<file path="src/core_pkg.sv">
// constants, types and tables for the core register and interrupt block
// assumes one 200 MHz clock and a synchronous active-low reset
package core_pkg;

    // special register addresses
    localparam logic [7:0] SP_ADDR  = 8'h81;
    localparam logic [7:0] DPL_ADDR = 8'h82;
    localparam logic [7:0] DPH_ADDR = 8'h83;
    localparam logic [7:0] PSW_ADDR = 8'hd0;
    localparam logic [7:0] ACC_ADDR = 8'he0;
    localparam logic [7:0] B_ADDR   = 8'hf0;

    // reset values
    localparam logic [7:0] SP_RST   = 8'h07;
    localparam logic [7:0] BYTE_RST = 8'h00;

    // status word bit positions
    localparam int CY_BIT  = 7;
    localparam int AC_BIT  = 6;
    localparam int F0_BIT  = 5;
    localparam int RS1_BIT = 4;
    localparam int RS0_BIT = 3;
    localparam int OV_BIT  = 2;
    localparam int F1_BIT  = 1;
    localparam int PAR_BIT = 0;

    // interrupt sources, arbitration rank = index
    localparam int NUM_SRC = 20;
    localparam logic [15:0] VEC_TABLE [NUM_SRC] = '{
        16'h0003, 16'h000b, 16'h0013, 16'h001b, 16'h0023,
        16'h002b, 16'h0033, 16'h003b, 16'h0043, 16'h004b,
        16'h0053, 16'h005b, 16'h0063, 16'h0073, 16'h007b,
        16'h0083, 16'h0093, 16'h008b, 16'h009b, 16'h00a3};
    // sources whose flag hardware clears on vectoring
    localparam logic [NUM_SRC-1:0] HW_CLR_MASK = 20'h4000f;

    // arithmetic operation kinds
    typedef enum logic [5:0] {
        ALU_ADD   = 6'b000001,
        ALU_ADDC  = 6'b000010,
        ALU_SUBB  = 6'b000100,
        ALU_MUL   = 6'b001000,
        ALU_DIV   = 6'b010000,
        ALU_OTHER = 6'b100000
    } alu_kind_t;

    // in-service level tracking
    typedef enum logic [3:0] {
        SVC_IDLE  = 4'b0001,
        SVC_LO    = 4'b0010,
        SVC_HI    = 4'b0100,
        SVC_HI_LO = 4'b1000
    } svc_state_t;

    // one arithmetic step from the core
    typedef struct packed {
        logic       valid;
        alu_kind_t  kind;
        logic [7:0] operand;
    } alu_op_t;

    // special register access from the core
    typedef struct packed {
        logic       wr;
        logic       rd;
        logic [7:0] addr;
        logic [7:0] wdata;
    } sfr_req_t;

endpackage

</file>
<file path="src/irq_pick.sv">
// fixed-rank picker: high level first, then lowest index
// assumes request and level vectors from the same clock domain
`timescale 1ns/1ps
module irq_pick (
    // requests
    input  wire logic [19:0] req,
    input  wire logic [19:0] hi,
    // winner
    output logic             found,
    output logic [4:0]       idx,
    output logic             is_hi
);
    // scan downward so the lowest index wins
    always_comb begin
        found = 1'b0;
        idx   = 5'h00;
        is_hi = 1'b0;
        for (int i = 19; i >= 0; i--) begin
            if (req[i] && !hi[i] && !is_hi) begin
                found = 1'b1;
                idx   = 5'(i);
            end
        end
        for (int i = 19; i >= 0; i--) begin
            if (req[i] && hi[i]) begin
                found = 1'b1;
                idx   = 5'(i);
                is_hi = 1'b1;
            end
        end
    end
endmodule // irq_pick

</file>
<file path="src/core_regs_irq.sv">
// core special registers and interrupt dispatch
// assumes core, peripherals and enables all on ref_clk
`timescale 1ns/1ps
module core_regs_irq (
    // clock and reset
    input  wire logic                 ref_clk,
    input  wire logic                 rst_b,
    // special register access
    input  wire core_pkg::sfr_req_t   sfr_req,
    output logic [7:0]                sfr_rdata,
    output logic                      sfr_hit,
    // core sequencing
    input  wire core_pkg::alu_op_t    alu_op,
    input  wire logic                 push_stb,
    input  wire logic                 pop_stb,
    input  wire logic                 instr_done,
    input  wire logic                 next_single,
    input  wire logic                 irq_return_instr_done,
    // interrupt control levels
    input  wire logic                 global_irq_gate,
    input  wire logic [19:0]          src_enable,
    input  wire logic [19:0]          src_hi_prio,
    // pending flag sources
    input  wire logic [19:0]          pend_event,
    input  wire logic [19:0]          pend_sw_set,
    input  wire logic [19:0]          pend_sw_clr,
    // register views
    output logic [7:0]                stack_pointer,
    output logic [15:0]               indirect_pointer16,
    output logic [7:0]                status_word,
    output logic [7:0]                acc_out,
    output logic [7:0]                b_out,
    output logic [4:0]                bank_base,
    // interrupt dispatch
    output logic [19:0]               pending_flags,
    output logic                      vec_req,
    output logic [15:0]               vec_addr,
    output logic [4:0]                vec_src,
    output logic                      in_service_hi
);

    ////////////////////////////////////////////////////////////
    // functions

    // odd parity of a byte
    function automatic logic odd_par(input logic [7:0] v);
        return ^v;
    endfunction

    // bank base address from status word
    function automatic logic [4:0] bank_of(input logic [7:0] p);
        return {p[core_pkg::RS1_BIT], p[core_pkg::RS0_BIT], 3'b000};
    endfunction

    ////////////////////////////////////////////////////////////
    // registers

    logic [7:0] sp_reg;      // stack pointer
    logic [7:0] dpl_reg;     // pointer low byte
    logic [7:0] dph_reg;     // pointer high byte
    logic [7:0] psw_reg;     // status word, parity included
    logic [7:0] acc_reg;     // primary accumulator
    logic [7:0] b_reg;       // secondary accumulator
    logic [7:0] acc_next;    // accumulator next value
    logic [7:0] b_next;      // secondary next value
    logic [7:0] psw_next;    // status word next value
    logic [19:0] pend_reg;   // pending flags
    logic [19:0] pend_next;  // pending next value

    // write strobes per register
    logic wr_sp;
    logic wr_dpl;
    logic wr_dph;
    logic wr_psw;
    logic wr_acc;
    logic wr_b;

    assign wr_sp  = sfr_req.wr && (sfr_req.addr == core_pkg::SP_ADDR);
    assign wr_dpl = sfr_req.wr && (sfr_req.addr == core_pkg::DPL_ADDR);
    assign wr_dph = sfr_req.wr && (sfr_req.addr == core_pkg::DPH_ADDR);
    assign wr_psw = sfr_req.wr && (sfr_req.addr == core_pkg::PSW_ADDR);
    assign wr_acc = sfr_req.wr && (sfr_req.addr == core_pkg::ACC_ADDR);
    assign wr_b   = sfr_req.wr && (sfr_req.addr == core_pkg::B_ADDR);

    ////////////////////////////////////////////////////////////
    // stack pointer

    // write wins; push pre-increments; pop post-decrements
    always_ff @(posedge ref_clk) begin
        if (!rst_b) begin
            sp_reg <= core_pkg::SP_RST;
        end else if (wr_sp) begin
            sp_reg <= sfr_req.wdata;
        end else if (push_stb) begin
            sp_reg <= sp_reg + 8'h01;
        end else if (pop_stb) begin
            sp_reg <= sp_reg - 8'h01;
        end
    end

    ////////////////////////////////////////////////////////////
    // data pointer

    // two plain bytes joined into one pointer
    always_ff @(posedge ref_clk) begin
        if (!rst_b) begin
            dpl_reg <= core_pkg::BYTE_RST;
            dph_reg <= core_pkg::BYTE_RST;
        end else begin
            if (wr_dpl) begin
                dpl_reg <= sfr_req.wdata;
            end
            if (wr_dph) begin
                dph_reg <= sfr_req.wdata;
            end
        end
    end

    ////////////////////////////////////////////////////////////
    // arithmetic flags and results

    logic [8:0]  sum9;   // add with carry out
    logic [4:0]  sum5;   // low nibble add
    logic [8:0]  dif9;   // subtract with borrow
    logic [4:0]  dif5;   // low nibble subtract
    logic [15:0] prod;   // multiply result
    logic        cin;    // carry in for addc/subb

    // datapath feeding the flag update
    always_comb begin
        cin  = (alu_op.kind == core_pkg::ALU_ADD) ? 1'b0
             : psw_reg[core_pkg::CY_BIT];
        sum9 = {1'b0, acc_reg} + {1'b0, alu_op.operand} + {8'h00, cin};
        sum5 = {1'b0, acc_reg[3:0]} + {1'b0, alu_op.operand[3:0]}
             + {4'h0, cin};
        dif9 = {1'b0, acc_reg} - {1'b0, alu_op.operand} - {8'h00, cin};
        dif5 = {1'b0, acc_reg[3:0]} - {1'b0, alu_op.operand[3:0]}
             - {4'h0, cin};
        prod = acc_reg * b_reg;
    end

    // next accumulator, secondary and status word
    always_comb begin
        acc_next = wr_acc ? sfr_req.wdata : acc_reg;
        b_next   = wr_b ? sfr_req.wdata : b_reg;
        psw_next = wr_psw ? sfr_req.wdata : psw_reg;
        if (alu_op.valid) begin
            case (alu_op.kind)
                core_pkg::ALU_ADD, core_pkg::ALU_ADDC: begin
                    acc_next = sum9[7:0];
                    psw_next[core_pkg::CY_BIT] = sum9[8];
                    psw_next[core_pkg::AC_BIT] = sum5[4];
                    psw_next[core_pkg::OV_BIT] =
                        (acc_reg[7] == alu_op.operand[7]) &&
                        (sum9[7] != acc_reg[7]);
                end
                core_pkg::ALU_SUBB: begin
                    acc_next = dif9[7:0];
                    psw_next[core_pkg::CY_BIT] = dif9[8];
                    psw_next[core_pkg::AC_BIT] = dif5[4];
                    psw_next[core_pkg::OV_BIT] =
                        (acc_reg[7] != alu_op.operand[7]) &&
                        (dif9[7] != acc_reg[7]);
                end
                core_pkg::ALU_MUL: begin
                    acc_next = prod[7:0];
                    b_next   = prod[15:8];
                    psw_next[core_pkg::CY_BIT] = 1'b0;
                    psw_next[core_pkg::AC_BIT] = 1'b0;
                    psw_next[core_pkg::OV_BIT] = |prod[15:8];
                end
                core_pkg::ALU_DIV: begin
                    psw_next[core_pkg::CY_BIT] = 1'b0;
                    psw_next[core_pkg::AC_BIT] = 1'b0;
                    psw_next[core_pkg::OV_BIT] = (b_reg == 8'h00);
                    if (b_reg != 8'h00) begin
                        acc_next = acc_reg / b_reg;
                        b_next   = acc_reg % b_reg;
                    end
                end
                default: begin
                    // other arithmetic: clear carries only
                    psw_next[core_pkg::CY_BIT] = 1'b0;
                    psw_next[core_pkg::AC_BIT] = 1'b0;
                end
            endcase
        end
        // parity is hardware owned, never stored from software
        psw_next[core_pkg::PAR_BIT] = odd_par(acc_next);
    end

    // accumulator, secondary and status word storage
    always_ff @(posedge ref_clk) begin
        if (!rst_b) begin
            acc_reg <= core_pkg::BYTE_RST;
            b_reg   <= core_pkg::BYTE_RST;
            psw_reg <= core_pkg::BYTE_RST;
        end else begin
            acc_reg <= acc_next;
            b_reg   <= b_next;
            psw_reg <= psw_next;
        end
    end

    ////////////////////////////////////////////////////////////
    // register views

    // outputs all registered from next values
    always_ff @(posedge ref_clk) begin
        if (!rst_b) begin
            status_word <= core_pkg::BYTE_RST;
            acc_out     <= core_pkg::BYTE_RST;
            b_out       <= core_pkg::BYTE_RST;
            bank_base   <= 5'h00;
        end else begin
            status_word <= psw_next;
            acc_out     <= acc_next;
            b_out       <= b_next;
            bank_base   <= bank_of(psw_next);
        end
    end

    // pointer and stack views track their registers
    assign stack_pointer      = sp_reg;
    assign indirect_pointer16 = {dph_reg, dpl_reg};

    ////////////////////////////////////////////////////////////
    // register read port

    // one-cycle registered read, unmapped reads zero
    always_ff @(posedge ref_clk) begin
        if (!rst_b) begin
            sfr_rdata <= 8'h00;
            sfr_hit   <= 1'b0;
        end else begin
            sfr_hit   <= sfr_req.rd;
            sfr_rdata <= 8'h00;
            if (sfr_req.rd) begin
                case (sfr_req.addr)
                    core_pkg::SP_ADDR:  sfr_rdata <= sp_reg;
                    core_pkg::DPL_ADDR: sfr_rdata <= dpl_reg;
                    core_pkg::DPH_ADDR: sfr_rdata <= dph_reg;
                    core_pkg::PSW_ADDR: sfr_rdata <= psw_reg;
                    core_pkg::ACC_ADDR: sfr_rdata <= acc_reg;
                    core_pkg::B_ADDR:   sfr_rdata <= b_reg;
                    default:            sfr_hit   <= 1'b0;
                endcase
            end
        end
    end

    ////////////////////////////////////////////////////////////
    // interrupt arbitration

    core_pkg::svc_state_t svc_reg;  // in-service level
    logic [19:0] eligible;          // enabled and pending
    logic [19:0] allowed;           // after level filter
    logic        pick_found;        // a winner exists
    logic [4:0]  pick_idx;          // winning source
    logic        pick_hi;           // winner is high level
    logic        gate_q;            // gate one cycle ago
    logic        late_pend;         // request caught at gate clear
    logic [4:0]  late_idx;          // that request's source
    logic        late_hi;           // and its level
    logic        take;              // vector this cycle
    logic [4:0]  take_idx;          // source vectored
    logic        take_hi;           // level vectored

    // gate and enables mask pending flags
    assign eligible = pend_reg & src_enable
                    & {20{global_irq_gate}};

    // high routine blocks all; low routine admits high only
    always_comb begin
        case (svc_reg)
            core_pkg::SVC_IDLE: allowed = eligible;
            core_pkg::SVC_LO:   allowed = eligible & src_hi_prio;
            default:            allowed = 20'h00000;
        endcase
    end

    // ranked pick among 20 sources
    irq_pick u_pick (
        .req   (allowed),
        .hi    (src_hi_prio),
        .found (pick_found),
        .idx   (pick_idx),
        .is_hi (pick_hi)
    );

    // no vector on the return's own completion
    always_comb begin
        take     = 1'b0;
        take_idx = pick_idx;
        take_hi  = pick_hi;
        if (instr_done && !irq_return_instr_done) begin
            if (pick_found) begin
                take = 1'b1;
            end else if (late_pend && next_single) begin
                take     = 1'b1;
                take_idx = late_idx;
                take_hi  = late_hi;
            end
        end
    end

    // catch a request posted as the gate falls
    always_ff @(posedge ref_clk) begin
        if (!rst_b) begin
            gate_q    <= 1'b0;
            late_pend <= 1'b0;
            late_idx  <= 5'h00;
            late_hi   <= 1'b0;
        end else begin
            gate_q <= global_irq_gate;
            if (instr_done) begin
                late_pend <= 1'b0;
            end else if (gate_q && !global_irq_gate) begin
                // window is one instruction long
                late_pend <= |(pend_reg & src_enable & allowed_mask(svc_reg));
                late_idx  <= late_pick(pend_reg & src_enable);
                late_hi   <= src_hi_prio[late_pick(pend_reg & src_enable)];
            end
        end
    end

    // level filter for the late window
    function automatic logic [19:0] allowed_mask(input core_pkg::svc_state_t s);
        case (s)
            core_pkg::SVC_IDLE: return 20'hfffff;
            core_pkg::SVC_LO:   return src_hi_prio;
            default:            return 20'h00000;
        endcase
    endfunction

    // lowest index set, used for the late window
    function automatic logic [4:0] late_pick(input logic [19:0] r);
        logic [4:0] k;
        k = 5'h00;
        for (int i = 19; i >= 0; i--) begin
            if (r[i]) begin
                k = 5'(i);
            end
        end
        return k;
    endfunction

    ////////////////////////////////////////////////////////////
    // in-service level tracking

    // enter on vector, leave on return; high view moves with the state
    always_ff @(posedge ref_clk) begin
        if (!rst_b) begin
            svc_reg       <= core_pkg::SVC_IDLE;
            in_service_hi <= 1'b0;
        end else if (take) begin
            case (svc_reg)
                core_pkg::SVC_IDLE: begin
                    svc_reg       <= take_hi ? core_pkg::SVC_HI
                                             : core_pkg::SVC_LO;
                    in_service_hi <= take_hi;
                end
                core_pkg::SVC_LO: begin
                    svc_reg       <= core_pkg::SVC_HI_LO;
                    in_service_hi <= 1'b1;
                end
                default: svc_reg <= svc_reg;
            endcase
        end else if (irq_return_instr_done) begin
            // any return leaves no high routine running
            in_service_hi <= 1'b0;
            case (svc_reg)
                core_pkg::SVC_HI_LO: svc_reg <= core_pkg::SVC_LO;
                default:             svc_reg <= core_pkg::SVC_IDLE;
            endcase
        end
    end

    ////////////////////////////////////////////////////////////
    // pending flags

    // set beats every clear; hardware clears HW_CLR_MASK sources on vector
    always_comb begin
        pend_next = pend_reg & ~pend_sw_clr;
        if (take && core_pkg::HW_CLR_MASK[take_idx]) begin
            pend_next[take_idx] = 1'b0;
        end
        pend_next = pend_next | pend_event | pend_sw_set;
    end

    // flag storage
    always_ff @(posedge ref_clk) begin
        if (!rst_b) begin
            pend_reg <= 20'h00000;
        end else begin
            pend_reg <= pend_next;
        end
    end

    assign pending_flags = pend_reg;

    ////////////////////////////////////////////////////////////
    // vector outputs

    // one-cycle call request with its address
    always_ff @(posedge ref_clk) begin
        if (!rst_b) begin
            vec_req       <= 1'b0;
            vec_addr      <= 16'h0000;
            vec_src       <= 5'h00;
        end else begin
            vec_req <= take;
            if (take) begin
                vec_addr <= core_pkg::VEC_TABLE[take_idx];
                vec_src  <= take_idx;
            end
        end
    end

endmodule // core_regs_irq

</file>
<file path="config.mk">
export PLATFORM = sky130hd
export DESIGN_NAME = core_regs_irq
export DESIGN_NICKNAME = d
export VERILOG_FILES = /design/src/core_pkg.sv /design/src/irq_pick.sv /design/src/core_regs_irq.sv
export SDC_FILE = /design/constraint.sdc
export NUM_CORES = 1
export LEC_CHECK = 0
export BUFFER_PORTS_ARGS = -buffer_cell sky130_fd_sc_hd__buf_2
export CAP_MARGIN = 5
export CORE_MARGIN = 5
export CORE_UTILIZATION = 50
export CTS_CLUSTER_DIAMETER = 100
export DETAILED_ROUTE_END_ITERATION = 10
export PLACE_DENSITY = 0.78
export REMOVE_ABC_BUFFERS = 1
export SETUP_SLACK_MARGIN = 0.3
export SYNTH_ARGS = -nofsm -noshare
export SYNTH_HDL_FRONTEND = slang
export SYNTH_HIERARCHICAL = 1
export SYNTH_SLANG_ARGS = --single-unit
</file>
<file path="constraint.sdc">
create_clock -name ref_clk -period 23.4 [get_ports ref_clk]
set_input_delay 3.51 -clock ref_clk [delete_from_list [all_inputs] [get_ports ref_clk]]
set_output_delay 3.51 -clock ref_clk [all_outputs]
set_load 0.01 [all_outputs]
</file>
# Word level (Yosys, flattened, before mapping)

Memories as Yosys holds them, arrays and structs flattened. A register that Yosys moved wholly into a read port is not among the register bits.
Index checks and enable logic that the tools add are counted.

Bits in registers: 101
Bits in latches: 0
RAM bits: 0
ROM bits: 544
Bits of input ports: 141
Output and inout port bits: 105
Memories kept: 2

Memories:

| name            | depth | width | rd ports | clocked after Yosys merged registers in | wr ports | RTL line             | text |
|---|---|---|---|---|---|---|---|
| (no name shown) | 32    | 16    | 1        | 1                                       | 0        | core_regs_irq.sv:414 | `vec_addr <= core_pkg::VEC_TABLE[take_idx];` |
| (no name shown) | 32    | 1     | 1        | 0                                       | 0        | core_regs_irq.sv:385 | `if (take && core_pkg::HW_CLR_MASK[take_idx]) begin` |

Add/subtract/negate cells: 10
Multiply operators: 1
Divide/modulo/power cells: 2
$lt $le $gt $ge: 3
Eq/ne operators: 19
Shift operators: 0
Muxes and demuxes: 170
Bitwise logic cells: 13
Reduce and logical (&&, ||, !) cells: 90

Operators by type and width:

| operator                                            | count |
|---|---|
| two-way mux 5 bit                                   | 66 |
| AND 20 bit                                          | 6 |
| two-way mux 20 bit                                  | 4 |
| two-way mux 8 bit                                   | 10 |
| one-hot mux 20 bit (2 select lines)                 | 2 |
| two-way mux 1 bit                                   | 74 |
| logical AND 1 bit                                   | 53 |
| == test 8 bit (second input constant)               | 6 |
| one-hot mux 8 bit (6 select lines)                  | 1 |
| inverter 20 bit                                     | 2 |
| OR 20 bit                                           | 2 |
| one-hot mux 8 bit (4 select lines)                  | 1 |
| zero test 1 bit                                     | 23 |
| OR reduction 20 bit                                 | 1 |
| multiplier 8 x 8 -> 16 bit                          | 1 |
| one-hot mux 8 bit (2 select lines)                  | 1 |
| < comparator 5 x 6 -> 1 bit (second input constant) | 2 |
| adder 8 x 8 -> 9 bit                                | 1 |
| adder 9 x 1 -> 9 bit                                | 1 |
| subtractor 8 x 8 -> 9 bit                           | 1 |
| subtractor 9 x 1 -> 9 bit                           | 1 |
| adder 8 x 1 -> 8 bit (second input constant)        | 1 |
| divider 8 x 8 -> 8 bit                              | 1 |
| zero test 8 bit                                     | 1 |
| 37 further kinds                                    | 46 |

# Logic depth before layout (Yosys ltp)

Word-level depth: 57
Gate-level depth with buffers: 54

# Cells and area by module

Netlist, hierarchy kept.

By module, submodules not included:

| module        | times used | cells an instance | area an instance (µm²) | seq. area each (µm²) |
|---|---|---|---|---|
| core_regs_irq | 1          | 1388              | 10735.3                | 2042.0 |
| irq_pick      | 1          | 120               | 725.7                  | 0.0 |

# Worst setup path before layout

Ideal clock, no wire load.

Kind: register -> register
Start: reg, netlist name b_out[5]
End: reg status_word[0]
Data arrival time: 11.280 ns
Required time: 23.335 ns
Path slack: 12.055 ns
Stages on the path, launching flop included: 49
Path buffers: 3
Period minus slack after synthesis: 11.345 ns
Cell sequence: dfxtp_1 clkbuf_1 nor4_1 and3_1 a21oi_1 ha_1 nor3_1 and4b_1 or2_2 ha_1 o211ai_1 a211oi_4 mux2_2 ha_1 nand4_1 nand2_1 o21a_1 mux2_2 [13 not listed] o21a_1 o21a_1 o311a_1 o31a_1 clkbuf_1 nand2_1 o21ai_0 fa_1 nor2b_1 nor3_1 o21bai_1 a211oi_1 nor2_1 a221o_1 xor2_1 xnor2_1 xnor3_1 nor2_1

RTL lines:

| what                 | RTL line             | text |
|---|---|---|
| to (signal assigned) | core_regs_irq.sv:211 | `status_word <= core_pkg::BYTE_RST;` |
| to (signal assigned) | core_regs_irq.sv:216 | `status_word <= psw_next;` |
| to (decl)            | core_regs_irq.sv:30  | `output logic [7:0] status_word,` |

==> flow_summary.json <==
{
  "status": "complete, no violations",
  "critPathCaptureType": "flop",
  "cp_max_fo": 14,
  "synth-edff-count": 0,
  "gp_congestion": 1.00,
  "total_power_mw": 1.02,
  "grt_antenna_before_repair": 1,
  "leakagePower_nw": 6.24,
  "rows": 55,
  "cts_setup_buffers": 0,
  "post-route-drc-count": 0,
  "min_path_type": "flop to flop",
  "arrival_ns": 13.95,
  "critical_path_class": "flop to flop",
  "syn_area_sq_um": 11500,
  "grt_first_pass_wirelength_um": 64600,
  "die_area_sq_um": 26100,
  "wl_um": 41200,
  "fin_skew_ns": 0.00716,
  "setup_violations": 0,
  "r2r-end": "status_word[0]",
  "finalSetupTns_ns": 0,
  "n_fill_cell": 2096,
  "ys_ff_latch": 102,
  "ctsResizeCount": 0,
  "layout.nets": 2001,
  "root_buffer": "clkbuf_16",
  "synth_area_leaders": "dfxtp_1 (18%), ha_1 (12%), fa_1 (7.3%)",
  "core_sq_um": 22600,
  "regToRegSetupSlack_ns": 9.75,
  "drive_above_1_share": 0.186,
  "reg2regPathDepth": 48,
  "vias_per_cell": 6.22,
  "fp.dieW_um": 161,
  "final_cell_mix": "buf_2 (233), nor2_1 (183), nand2_1 (181)",
  "clockBufferDepth": 2,
  "grt_setup_unrepaired": "false",
  "ioPinCount": 246,
  "hpwlAfterDp_um": 32800,
  "synth_top_area_frac": 0.178,
  "relSlewSlack": 0.181,
  "synthCells": 1508,
  "clkSlewWorstSetupHoldPaths_ns": 0.08,
  "grt_pass1_vias": 11982,
  "drt_pass1_iterations": 7,
  "max_stage_delay_ns": 0.96,
  "grtUsageTotal": 0.306,
  "drt_iter0_drc": 1280,
  "cts_hold_buf": 0,
  "cpLargestDelayFamily": "compound AO/OA/AOI/OAI gates",
  "whs_path_depth": 2,
  "grt_max_degree": 49,
  "worstHoldStart": "late_idx[1]",
  "yosys_warnings": 6,
  "cpMaxStageDelayCell": "nor4_1",
  "synth_area_leader_cell": "dfxtp_1",
  "period_share": 0.583,
  "numPortBuffers": 233,
  "largest_register_ffs": 20,
  "p_per_area_nw_per_um2": 77.6,
  "cts_tree": "built",
  "crit_path_frequent_cell": "ha_1",
  "ir_worst_vdd_mv": 0.0905,
  "overflow": 0,
  "clock_sinks": 102,
  "cts-htree-levels": 3,
  "syn2layout_area_growth_pct": 14.6,
  "worstSkewPairLatency_ns": 0.36,
  "ys_seq_area_frac": 0.178,
  "maxSlewViolCount": 0,
  "yosysUniqueCellTypes": 85,
  "wl_per_cell_um": 20.6,
  "finalCriticalPeriod_ns": 13.65,
  "avgSynthCellArea_sq_um": 7.60,
  "critPathBufInv": 1,
  "whs_endpoint": "late_idx[1]",
  "hold_viol": 0,
  "max_freq_ghz": 0.0732,
  "r2r_start": "b_out[7]",
  "max_slew.worst_pin.slew_ns": 1.21,
  "maxCapViolations": 0,
  "die_h_um": 161,
  "numCtsBuffers": 9,
  "postSynth.asyncResetShare": 0,
  "final_common_cell": "buf_2",
  "required_ns": 23.69,
  "synth-main-ff-cell": "dfxtp_1",
  "vias": 12441,
  "postRouteAntennaNets": 0,
  "initial_utilization": 0.506,
  "crit_path_start_kind": "flop"
}
## metrics by stage
stage               std cells  instance area, sq um   util  hold WS [ns]  worst slack (ns)
floorplan                1452                 11200      -         0.432             11.98
global placement         1984                 12800  0.567         0.442             10.75
detailed placement       1984                 12800  0.567         0.448             10.27
CTS                      2000                 13100  0.580         0.459             10.27
global route             2001                 13100  0.580         0.483              8.90
finish                   2001                 13100  0.580         0.458              9.75
## cell type report
cell class | instances | area (sq um) | share of cell area
clock inverter | 7 | 66.3 | 0.00505
antenna | 1 | 2.50 | 0.000191
multi-input combinational | 1248 | 8790 | 0.669
tap | 285 | 357 | 0.0272
sequential | 102 | 2040 | 0.155
timing repair buffer | 247 | 1270 | 0.0968
clock buffer | 9 | 225 | 0.0171
inverter | 102 | 383 | 0.0292
## cells in the mapped netlist, types with 4 or more instances
library cell and n:
nand4_1 9, nor3b_1 21, o21bai_1 11, clkbuf_1 48
a21oi_1 121, o221ai_1 6, or3_1 9, mux2_2 26
nor3_1 37, mux2i_1 56, o21a_1 16, and3_1 8
o22a_1 5, nor2_1 183, ha_1 108, a32oi_1 10
a222oi_1 4, a21o_1 15, or2_2 7, a31oi_1 13
o21ai_0 50, and2_1 13, nor4_1 6, nand2b_1 36
xor2_1 19, a221o_1 4, inv_1 98, o211ai_1 10
a211oi_1 14, xnor2_1 35, buf_4 15, a22oi_1 14
dfxtp_1 102, a221oi_1 9, nand3_1 41, o31ai_1 5
fa_1 42, o22ai_1 7, nand2_1 181, nor2b_1 14
## report_power, final
part           internal (mW)  switching [mW]
Clock                 0.0750          0.0779
Combinational          0.289           0.381
Sequential             0.184          0.0126
## cells by family after synthesis
logic type               Yosys count  share of synthesized area
other                              1                   0.000327
adder cells (fa/ha/maj)          150                      0.191
multiplexers                      83                     0.0758
XOR/XNOR                          55                     0.0432
flip-flops                       102                      0.178
AO/OA/AOI/OAI                    352                      0.202
buffers and inverters            169                     0.0605
AND/OR/NAND/NOR                  596                      0.249
## metal layers
layer / global-route usage / vias up / part of all wire
met5: 0 / - / 0
met4: 0.109 / 0 / 0.036
met3: 0.0447 / 124 / 0.099
met2: 0.507 / 717 / 0.46
met1: 0.409 / 5891 / 0.40
li1: - / 5709 / -
## how the worst max path moves through the flow
stage                     depth (start not counted)  slack, ns  startpoint             end
final                                            48       9.75    b_out[7]  status_word[0]
after global routing                             48       8.90    b_out[7]  status_word[0]
after CTS                                        49      10.27    b_out[0]  status_word[0]
after detailed placement                         49      10.27    b_out[0]  status_word[0]
after global placement                           47      10.75    b_out[7]  status_word[0]
after floorplan                                  44      11.98    b_out[7]  status_word[0]
## worst min-delay path, delay by kind of cell, from the launching register on
kind            cells  cell delay, ns
simple gates        1            0.05
flops               1            0.31
compound gates      1            0.05
Power figures use the tool's default switching activity.
